`src/fa_pkg.sv`:
```
// Constants shared by the fault acknowledgement logic and its tick divider.
// Assumes a single 10 MHz system clock and configuration held steady by
// the surrounding parameter store.
// Notes on behaviour
// - A nonzero auto delay clears a pending fault after that many seconds, zero disables it, range up to 1000000, default 0.
// - The chosen manual acknowledgement source stays live while automatic acknowledgement is also enabled.
// - Automatic acknowledgements are limited to a count of up to 500, default 5, where zero means no limit.
// - Automatic acknowledgements are counted and the count returns to zero after fault-free running for limit times delay seconds.
// - That fault-free time only advances while motor current is above 0.2 A and no fault is present.
// - Once the allowed automatic acknowledgements are used up, the next automatic attempt raises fault code 22 instead of clearing.
// - The code 22 lockout ignores every acknowledgement and only a power cycle removes it.
package fa_pkg;

	// Clock and one-second tick.
	localparam int unsigned CLK_HZ     = 10_000_000;
	localparam int unsigned SEC_TIME_S = 1;
	localparam int unsigned SEC_CYCLES = SEC_TIME_S * CLK_HZ;

	// Automatic acknowledgement delay in seconds.
	localparam int unsigned DLY_W       = 20;
	localparam int unsigned DLY_MAX     = 1_000_000;
	localparam logic [19:0] DLY_DEFAULT = 20'h00000;

	// Limit of automatic acknowledgements.
	localparam int unsigned LIM_W       = 9;
	localparam int unsigned LIM_MAX     = 500;
	localparam logic [8:0]  LIM_DEFAULT = 9'h005;

	// Fault-free running span, limit times delay, fits 29 bits.
	localparam int unsigned SPAN_W = 29;

	// Fault codes.
	localparam int unsigned CODE_W      = 8;
	localparam logic [7:0]  CODE_NONE   = 8'h00;
	localparam logic [7:0]  CODE_LOCKED = 8'h16;

	// Manual acknowledgement source selections.
	localparam logic [2:0] SRC_NONE    = 3'h0;
	localparam logic [2:0] SRC_DIN1    = 3'h1;
	localparam logic [2:0] SRC_DIN2    = 3'h2;
	localparam logic [2:0] SRC_DIN3    = 3'h3;
	localparam logic [2:0] SRC_DIN4    = 3'h4;
	localparam logic [2:0] SRC_KEY     = 3'h5;
	localparam logic [2:0] SRC_ANA1    = 3'h6;
	localparam logic [2:0] SRC_ANA2    = 3'h7;
	localparam logic [2:0] SRC_DEFAULT = 3'h3;

	// Acknowledgement states.
	typedef enum logic [2:0] {
		FA_RUN   = 3'b001,
		FA_FAULT = 3'b010,
		FA_LOCK  = 3'b100
	} fa_state_e;

endpackage

```
`src/fa_fault_ack.sv`:
```
// Fault acknowledgement with timed automatic retry, retry limit and lockout.
// Assumes pins arrive asynchronously and are synchronised here; the fault
// code and configuration come from logic on the same clock.
`timescale 1ns/1ns
module fa_fault_ack
	import fa_pkg::*;
#(
	parameter int unsigned TICK_CYCLES = fa_pkg::SEC_CYCLES
) (
	input  wire logic                       sys_clk,        // 10 MHz clock.
	input  wire logic                       rstn,           // Power reset, low.
	input  wire logic [2:0]                 cfg_ack_src,    // Manual source.
	input  wire logic [fa_pkg::DLY_W-1:0]   cfg_auto_delay, // Seconds, 0 off.
	input  wire logic [fa_pkg::LIM_W-1:0]   cfg_ack_limit,  // 0 = unlimited.
	input  wire logic [3:0]                 din,            // Digital pins.
	input  wire logic                       key_ack,        // Keypad key pin.
	input  wire logic [1:0]                 ana_ack,        // Analogue compare.
	input  wire logic                       fault_in,       // Fault present pin.
	input  wire logic [fa_pkg::CODE_W-1:0]  fault_code_in,  // Cause of fault.
	input  wire logic                       motor_run,      // Current > 0.2 A.
	output logic                            fault_active,   // Drive tripped.
	output logic [fa_pkg::CODE_W-1:0]       fault_code,     // Held code.
	output logic                            lockout,        // Retry limit hit.
	output logic [fa_pkg::LIM_W-1:0]        ack_count,      // Auto acks done.
	output logic                            auto_ack,       // Auto clear pulse.
	output logic                            man_ack         // Manual pulse.
);
	import fa_pkg::*;

	if (TICK_CYCLES < 1) begin : g_bad_tick
		$error("fa_fault_ack needs a tick of at least one cycle");
	end

	// Field widths must cover the largest settings the store accepts,
	// and the span counter the largest limit times delay product.
	if (DLY_W < $clog2(DLY_MAX + 1)) begin : g_bad_dly
		$error("fa_fault_ack delay field too narrow");
	end
	if (LIM_W < $clog2(LIM_MAX + 1)) begin : g_bad_lim
		$error("fa_fault_ack limit field too narrow");
	end
	if (SPAN_W < $clog2(LIM_MAX * DLY_MAX + 1)) begin : g_bad_span
		$error("fa_fault_ack span counter too narrow");
	end

	// Two-flop synchronisers for every pin. Only the second stage feeds
	// logic; the reset value matches the idle level of every pin, so no
	// false edge or fault is seen as reset is released.
	logic [3:0] din_m, din_s;
	logic       key_m, key_s;
	logic [1:0] ana_m, ana_s;
	logic       flt_m, flt_s;
	logic       run_m, run_s;

	always_ff @(posedge sys_clk or negedge rstn) begin
		if (!rstn) begin
			{din_m, key_m, ana_m, flt_m, run_m} <= '0;
			{din_s, key_s, ana_s, flt_s, run_s} <= '0;
		end else begin
			{din_m, key_m, ana_m, flt_m, run_m} <=
				{din, key_ack, ana_ack, fault_in, motor_run};
			{din_s, key_s, ana_s, flt_s, run_s} <=
				{din_m, key_m, ana_m, flt_m, run_m};
		end
	end

	// Manual source selection; only a rising edge counts as an ack.
	wire man_level =
		(cfg_ack_src == SRC_DIN1) ? din_s[0] :
		(cfg_ack_src == SRC_DIN2) ? din_s[1] :
		(cfg_ack_src == SRC_DIN3) ? din_s[2] :
		(cfg_ack_src == SRC_DIN4) ? din_s[3] :
		(cfg_ack_src == SRC_KEY)  ? key_s    :
		(cfg_ack_src == SRC_ANA1) ? ana_s[0] :
		(cfg_ack_src == SRC_ANA2) ? ana_s[1] : 1'b0;
	logic man_prev;
	wire  man_edge = man_level && !man_prev;

	// Edge memory; changing the source while the new input is high
	// may look like an edge, so reconfigure only while running.
	always_ff @(posedge sys_clk or negedge rstn) begin
		if (!rstn) begin
			man_prev <= 1'b0;
		end else begin
			man_prev <= man_level;
		end
	end

	fa_state_e state, next_state;
	wire in_run   = (state == FA_RUN);
	wire in_fault = (state == FA_FAULT);
	wire enter_fault = in_run && flt_s;

	// Seconds for both the retry delay and the fault-free span.
	// The divider restarts on a trip so the first retry second is whole.
	logic sec_tick;
	fa_tick_div #(
		.CYCLES (TICK_CYCLES)
	) u_tick (
		.sys_clk (sys_clk),
		.rstn    (rstn),
		.restart (enter_fault),
		.tick    (sec_tick)
	);

	// Retry delay, saturating at the configured value. The count holds at
	// expiry so an attempt delayed by a lingering fault fires as soon as
	// the fault goes, rather than waiting another full delay.
	logic [DLY_W-1:0] dly_sec;
	wire auto_on  = (cfg_auto_delay != '0);
	wire dly_done = auto_on && (dly_sec >= cfg_auto_delay);

	always_ff @(posedge sys_clk or negedge rstn) begin
		if (!rstn) begin
			dly_sec <= '0;
		end else if (!in_fault) begin
			dly_sec <= '0;
		end else if (sec_tick && !dly_done) begin
			dly_sec <= dly_sec + 1'b1;
		end
	end

	// Attempt decisions. Lockout outranks a manual edge in the same cycle,
	// and a manual edge outranks the timer, so one clear is never counted
	// twice. A lockout attempt does not wait for the fault to go, while a
	// clearing attempt holds off until the fault condition has gone.
	wire limited   = (cfg_ack_limit != '0);
	wire exhausted = limited && (ack_count >= cfg_ack_limit);
	wire auto_try  = in_fault && dly_done;
	wire go_lock   = auto_try && exhausted;
	wire man_clear = in_fault && !go_lock && man_edge && !flt_s;
	wire auto_clr  = auto_try && !exhausted && !man_clear && !flt_s;

	// State sequence; the lockout state has no exit but reset, which here
	// stands for removing and restoring supply power.
	always_comb begin
		next_state = state;
		unique case (state)
			FA_RUN: begin
				if (flt_s) begin
					next_state = FA_FAULT;
				end
			end
			FA_FAULT: begin
				if (go_lock) begin
					next_state = FA_LOCK;
				end else if (man_clear || auto_clr) begin
					next_state = FA_RUN;
				end
			end
			FA_LOCK: begin
				next_state = FA_LOCK;
			end
			default: begin
				next_state = FA_LOCK;
			end
		endcase
	end

	always_ff @(posedge sys_clk or negedge rstn) begin
		if (!rstn) begin
			state <= FA_RUN;
		end else begin
			state <= next_state;
		end
	end

	// Fault-free running time, only while the motor draws current.
	logic [SPAN_W-1:0] run_sec;
	wire [SPAN_W-1:0] span =
		SPAN_W'(cfg_ack_limit) * SPAN_W'(cfg_auto_delay);
	wire run_ok    = in_run && run_s && !flt_s;
	wire span_done = run_ok && (run_sec >= span);

	// A fault restarts the span; a stopped motor only pauses it. Once the
	// span is met the counter holds, so the count stays at zero for as
	// long as the motor keeps running without a fault.
	always_ff @(posedge sys_clk or negedge rstn) begin
		if (!rstn) begin
			run_sec <= '0;
		end else if (!in_run || flt_s) begin
			run_sec <= '0;
		end else if (run_ok && sec_tick && !span_done) begin
			run_sec <= run_sec + 1'b1;
		end
	end

	// Next counter value; saturates so the unlimited mode cannot wrap.
	wire [LIM_W-1:0] next_count =
		span_done ? '0 :
		(auto_clr && ack_count != '1) ? ack_count + 1'b1 : ack_count;

	always_ff @(posedge sys_clk or negedge rstn) begin
		if (!rstn) begin
			ack_count <= '0;
		end else begin
			ack_count <= next_count;
		end
	end

	// Held fault code: captured on trip, replaced on lockout. The cause
	// line is only trusted at the edge where the trip is taken.
	wire [CODE_W-1:0] next_code =
		(next_state == FA_LOCK) ? CODE_LOCKED :
		enter_fault ? fault_code_in :
		(next_state == FA_RUN) ? CODE_NONE : fault_code;

	// Outputs are registered copies of the decisions made above, so every
	// pulse lasts exactly one cycle and lines up with the new state.
	always_ff @(posedge sys_clk or negedge rstn) begin
		if (!rstn) begin
			fault_code   <= CODE_NONE;
			fault_active <= 1'b0;
			lockout      <= 1'b0;
			auto_ack     <= 1'b0;
			man_ack      <= 1'b0;
		end else begin
			fault_code   <= next_code;
			fault_active <= (next_state != FA_RUN);
			lockout      <= (next_state == FA_LOCK);
			auto_ack     <= auto_clr;
			man_ack      <= man_clear;
		end
	end
endmodule

```
`src/fa_tick_div.sv`:
```
// One-second tick divider for the fault acknowledgement logic.
// Assumes one clock; the tick is a one-cycle enable, not a clock.
`timescale 1ns/1ns
module fa_tick_div #(
	parameter int unsigned CYCLES = fa_pkg::SEC_CYCLES
) (
	input  wire logic sys_clk,  // System clock.
	input  wire logic rstn,     // Asynchronous reset, active low.
	input  wire logic restart,  // Restart the second from zero.
	output logic      tick      // One-cycle pulse each second.
);
	localparam int unsigned CW = (CYCLES > 1) ? $clog2(CYCLES) : 1;
	localparam logic [CW-1:0] LAST = CW'(CYCLES - 1);

	logic [CW-1:0] cnt;
	wire           wrap = (cnt == LAST);

	if (CYCLES < 1) begin : g_bad
		$error("fa_tick_div needs at least one cycle per tick");
	end

	// Restart aligns the first tick to a full second after a fault.
	always_ff @(posedge sys_clk or negedge rstn) begin
		if (!rstn) begin
			cnt  <= '0;
			tick <= 1'b0;
		end else begin
			cnt  <= (restart || wrap) ? '0 : cnt + 1'b1;
			tick <= wrap && !restart;
		end
	end
endmodule

```
`config.mk`:
```
export PLATFORM = sky130hd
export DESIGN_NAME = fa_fault_ack
export DESIGN_NICKNAME = d
export VERILOG_FILES = /design/src/fa_pkg.sv /design/src/fa_fault_ack.sv /design/src/fa_tick_div.sv
export SDC_FILE = /design/constraint.sdc
export NUM_CORES = 1
export LEC_CHECK = 0
export BUFFER_PORTS_ARGS = -buffer_cell sky130_fd_sc_hd__buf_2
export CAP_MARGIN = 20
export CELL_PAD_IN_SITES_DETAIL_PLACEMENT = 1
export CELL_PAD_IN_SITES_GLOBAL_PLACEMENT = 1
export CORE_AREA = 5 5 157 159
export CTS_BUF_LIST = sky130_fd_sc_hd__clkbuf_4 sky130_fd_sc_hd__clkbuf_8
export DETAILED_ROUTE_END_ITERATION = 10
export DIE_AREA = 0 0 162 164
export PLACE_DENSITY_LB_ADDON = 0.1
export SLEW_MARGIN = 20
export SYNTH_ARGS = -nofsm -noshare
export SYNTH_HDL_FRONTEND = slang
export SYNTH_HIERARCHICAL = 1
export SYNTH_SLANG_ARGS = --single-unit
```
`constraint.sdc`:
```
create_clock -name sys_clk -period 4.3 [get_ports sys_clk]
set_input_delay 0.86 -clock sys_clk [delete_from_list [all_inputs] [get_ports sys_clk]]
set_output_delay 0.86 -clock sys_clk [all_outputs]
set_load 0.1 [all_outputs]
```
[After elaboration in Yosys (flattened, before gate mapping)]
Index checks and enable logic that the tools add are counted.
Storage, ports and cells
  register bits: 117
  bits of input ports: 51
  output and inout port bits: 21
  logic and storage cells: 103
Operators by class
  add/sub/neg operators: 4
  multipliers: 1
  order comparisons: 3
  equality and inequality tests: 15
  multiplexer cells: 21
  reductions and logical operators: 37
Operators with widths (count)
  29-bit two-way mux: 2
  20-bit two-way mux: 2
  29-bit by 1-bit adder with 29-bit output (second input constant): 1
  29-bit >= comparator: 1
  9-bit by 20-bit multiplier with 29-bit output: 1
  24-bit by 1-bit adder with 24-bit output (second input constant): 1
  24-bit == test (second input constant): 1
  24-bit two-way mux: 1
  8-bit two-way mux: 3
  20-bit by 1-bit adder with 20-bit output (second input constant): 1
  20-bit >= comparator: 1
  1-bit logical AND: 20
  20-bit nonzero test: 1
  9-bit two-way mux: 2
  3-bit == test (second input constant): 5
  9-bit by 1-bit adder with 9-bit output (second input constant): 1
  3-bit by 1-bit == test with 1-bit output (second input constant): 3
  3-bit by 2-bit == test with 1-bit output (second input constant): 3
  9-bit >= comparator: 1
  1-bit logical NOT: 9
  3-bit two-way mux: 3
  9-bit inequality test (second input constant): 1
  9-bit nonzero test: 1
  1-bit two-way mux: 7
  6 further kinds: 9

[Depth between registers and ports, before layout]
  depth in word-level cells: 22
  depth in mapped cells: 29
  depth with buffers taken out: 26

[By module]
The synthesis kept the hierarchy.
Modules (own cells, without submodules)
  fa_fault_ack: instances 1, cells an instance 1212, area an instance 10879.2 um^2, sequential area each 2303.5 um^2
  fa_tick_div: instances 1, cells an instance 135, area an instance 1282.5 um^2, sequential area each 625.6 um^2

[Worst setup path before layout]
OpenSTA, ideal clock, no wires.
  kind: input to register
  start: input port cfg_ack_limit[2] (netlist name)
  end: register run_sec[24]
  library setup time: 0.132 ns
  arrival: 7.366 ns
  required time: 4.168 ns
  setup slack: -3.198 ns
  stages: 26
  path buffers: 3
  cell sequence: clkbuf_1 > clkbuf_1 > nand2_1 > fa_1 > inv_1 > fa_1 > fa_1 > fa_1 > ha_1 > a21o_1 > a2111o_1 > o211ai_1 > o211ai_1 > o41a_1 > a211o_1 > a21oi_1 > xor2_1 > ha_1 > nand4_1 > a21oi_1 > nand2_1 > a311oi_1 > clkbuf_1 > nor4_1 > xnor2_1 > nor2_1
On the way
  word-level cells in the longest chain between the ends: 6
Ends and longest elaborated chain
  start, declared: RTL line fa_fault_ack.sv:14  | input wire logic [fa_pkg::LIM_W-1:0] cfg_ack_limit,
  9-bit by 20-bit multiplier with 29-bit output: RTL line fa_fault_ack.sv:171  | SPAN_W'(cfg_ack_limit) * SPAN_W'(cfg_auto_delay);
  29-bit >= comparator: RTL line fa_fault_ack.sv:173  | wire span_done = run_ok && (run_sec >= span);
  1-bit logical AND: RTL line fa_fault_ack.sv:173
  1-bit logical NOT: RTL line fa_fault_ack.sv:183  | end else if (run_ok && sec_tick && !span_done) begin
  1-bit logical AND: RTL line fa_fault_ack.sv:183
  2-bit nonzero test (no line)
  end signal, assigned: RTL line fa_fault_ack.sv:184  | run_sec <= run_sec + 1'b1;
  end, declared: RTL line fa_fault_ack.sv:169  | logic [SPAN_W-1:0] run_sec;
Every way passes these cells.
A chain may end at the register's enable or synchronous reset.

[Worst setup path after layout]
  start: input port cfg_auto_delay[6] (netlist name)
  end: register run_sec[2]
On the way
  word-level cells in the longest chain between the ends: 6
Ends and longest elaborated chain
  start, declared: RTL line fa_fault_ack.sv:13  | input wire logic [fa_pkg::DLY_W-1:0] cfg_auto_delay,
  9-bit by 20-bit multiplier with 29-bit output: RTL line fa_fault_ack.sv:171
  29-bit >= comparator: RTL line fa_fault_ack.sv:173
  1-bit logical AND: RTL line fa_fault_ack.sv:173
  1-bit logical NOT: RTL line fa_fault_ack.sv:183
  1-bit logical AND: RTL line fa_fault_ack.sv:183
  2-bit nonzero test (no line)
Every way passes these cells.

==> impl_metrics.json <==
{
  "postSynthCellCount": 1347,
  "setup_viol_count_final": 38,
  "relSlewSlack_pct": 26.6,
  "first_pass_iters": 10,
  "overflow": 0,
  "clk-insertion-delay-late_ns": 0.50,
  "via_count": 13300,
  "drt-vias-per-instance": 7.01,
  "cp_top_family": "adder cells",
  "worst-path-buf-inv": 9,
  "worst-r2r-cell-count": 10,
  "startpoint": "cfg_auto_delay[6]",
  "leakage_nw": 7.34,
  "cp_data_required_time_ns": 4.70,
  "drive_gt1_share_pct": 29.0,
  "fin_ws_ns": -3.35,
  "hold_buffers": 0,
  "port_buffers": 71,
  "ys_async_sr_fraction_pct": 100,
  "min_path_type": "flop to flop",
  "setup_tns_ns": -122.40,
  "dieArea_um2": 26600,
  "drt-wirelength-per-cell_um": 31.8,
  "cts_buffers": 17,
  "endpoint": "run_sec[2]",
  "grt_pass1_vias": 13500,
  "clk_path_buf_depth": 2,
  "syn_area_um2": 12200,
  "syn_nets": 1637,
  "critical_path_depth": 30,
  "place.gp.congestion": 0.925,
  "nFillCells": 2545,
  "r2r-start": "dly_sec[13]",
  "first_iter_violations": 1489,
  "cts.clk_slew.worst_paths_ns": 0.10,
  "initial_core_util_pct": 52.6,
  "die_h_um": 164,
  "ys_types": 67,
  "status": "finished, violations left",
  "peakVddDrop_v": 0.000473,
  "synth-seq-cells": 117,
  "fp.coreArea_um2": 23100,
  "grt_usage_pct": 36.3,
  "nNetsFinal": 1879,
  "fin_skew_ns": 0.0196,
  "areaGrowthSynthToFinish_pct": 29.8,
  "row_count": 56,
  "synth-edff-count": 0,
  "final_common_cell": "buf_4",
  "multiInputGateArea_um2": 9230,
  "place_area_um2": 14200,
  "path_max_fanout": 8,
  "final_cell_mix": "178 x buf_4, 138 x inv_1, 132 x nor2_1",
  "cts_tree": "done",
  "post-route-period-util_pct": 178,
  "end_kind": "flop",
  "power_mw": 9.24,
  "cts_root_buf": "clkbuf_8",
  "wl_mm": 60.2,
  "ys_warn_count": 6,
  "antenna_found_initial": 3,
  "cpMaxStageDelayCell": "fa_1",
  "r2r_slack_ns": 0.78,
  "crit_arrival_ns": 8.05,
  "fmax_ghz": 0.131,
  "dp_hpwl_mm": 31.2,
  "violations": "negative setup slack",
  "worstReg2RegEnd": "dly_sec[18]",
  "power_per_cell_area_nw_per_um2": 586,
  "maxSlewViolCount": 0,
  "post-route-min-period_ns": 7.65,
  "avgSynthCellArea_um2": 9.03,
  "register_area_um2": 2930,
  "synth_flop_cell": "dfrtp_1",
  "cts_htree_levels": 4,
  "fp.dieW_um": 162,
  "start_kind": "input pin",
  "io_pins": 72,
  "rsz0062_at_grt": "true",
  "final_area_um2": 15800,
  "drv_cap": 0,
  "synth_seq_area_share_pct": 24.1,
  "cts.sinks": 117,
  "worstMarginPinSlew_ns": 1.09,
  "hold_viol": 0,
  "drc": 0,
  "post-place-ws_ns": -3.24,
  "grt_pass1_wl_mm": 74.9,
  "grt_max_degree": 64,
  "postRouteAntennaNets": 0,
  "critPathKind": "input pin to flop",
  "critical_path.max_stage_delay_ns": 0.58
}
power breakdown:
part           internal [mW]  switching (mW)
clock network          0.539           0.644
registers               1.11         0.00512
logic                   2.99            3.95
total                   4.64            4.60
worst min-delay path by stage:
stage               startpoint        to  slack, ns  cells after the start
floorplan             ana_m[0]  ana_s[0]       0.33                      0
global placement      din_m[3]  din_s[3]       0.33                      0
detailed placement       key_m     key_s       0.34                      0
CTS                      key_m     key_s       0.36                      0
global route             key_m     key_s       0.37                      0
finish                   key_m     key_s       0.36                      0
kinds of logic after synthesis:
kind of cell    count (synthesis)  share of synthesized area [%]
compound gates                216                           12.0
xor+xnor                       61                           4.39
fa+ha+maj                     239                           32.4
buf+inv                       205                           6.46
flops                         117                           24.1
mux                             1                         0.0926
simple gates                  508                           20.5
per-stage QoR:
step           std cells  util, %  hold WS (ns)
6_report            1894     68.2         0.359
5_1_grt             1893     68.2         0.371
4_1_cts             1872     65.9         0.360
3_5_place_dp        1825     61.5         0.336
3_3_place_gp        1825     61.5         0.331
2_1_floorplan       1347        -         0.331
per-layer routing:
metal  vias to the layer above  global-route usage (%)  part of all wire [%]
met5                         -                       0                 0.022
li1                       5091                       -                     -
met2                      1077                    63.8                    47
met4                         2                    19.2                    10
met3                       521                    8.66                    11
met1                      6590                    41.0                    32
synthesized netlist by cell type (all sizes together) (5+ instances only):
master | n | area, µm²
inv | 153 | 574
or4 | 19 | 143
clkbuf | 35 | 131
o21a | 7 | 52.6
and2 | 17 | 106
o31ai | 20 | 160
a211oi | 5 | 37.5
fa | 127 | 2540
nor4 | 32 | 200
xnor2 | 38 | 333
nand2b | 7 | 43.8
o211ai | 6 | 45.0
o41ai | 5 | 43.8
o21ai | 30 | 150
nor2 | 164 | 616
ha | 112 | 1400
a31oi | 6 | 37.5
a221o | 5 | 50.1
nor2b | 6 | 37.5
a22o | 5 | 43.8
buf | 14 | 68.8
nor4b | 7 | 67.6
nand2 | 127 | 479
nand3 | 39 | 195
a21oi | 73 | 365
and4 | 6 | 52.6
a21o | 25 | 188
or3 | 20 | 125
xor2 | 23 | 201
dfrtp | 116 | 2900
nand4 | 27 | 184
nor3 | 11 | 55.1
and3 | 13 | 81.3
what timing repair did:
item                       CTS  global route
pin swaps                   43            33
gates resized for setup    115            97
gates cloned                 1             2
buffers inserted            14            18
setup endpoints to repair   38            38
flip-flops by register name, summed over array words and instances (netlist names), 2 cells and up:
| signal | count |
|---|---|
| fault_code | 8 |
| ana_s | 2 |
| dly_sec | 20 |
| run_sec | 29 |
| u_tick/cnt | 24 |
| ack_count | 9 |
| ana_m | 2 |
| din_s | 4 |
| din_m | 4 |
| state | 3 |
cell type report:
cell class	count	area share, %
Multi-Input combinational cell	1025	58.5
Sequential cell	117	18.6
Timing Repair Buffer	271	13.9
Inverter	156	4.08
Tap cell	290	2.30
Clock buffer	17	1.48
Clock inverter	15	1.12
Timing Repair inverter	1	0.0476
Antenna cell	2	0.0317
(Power assumes the default switching activity.)
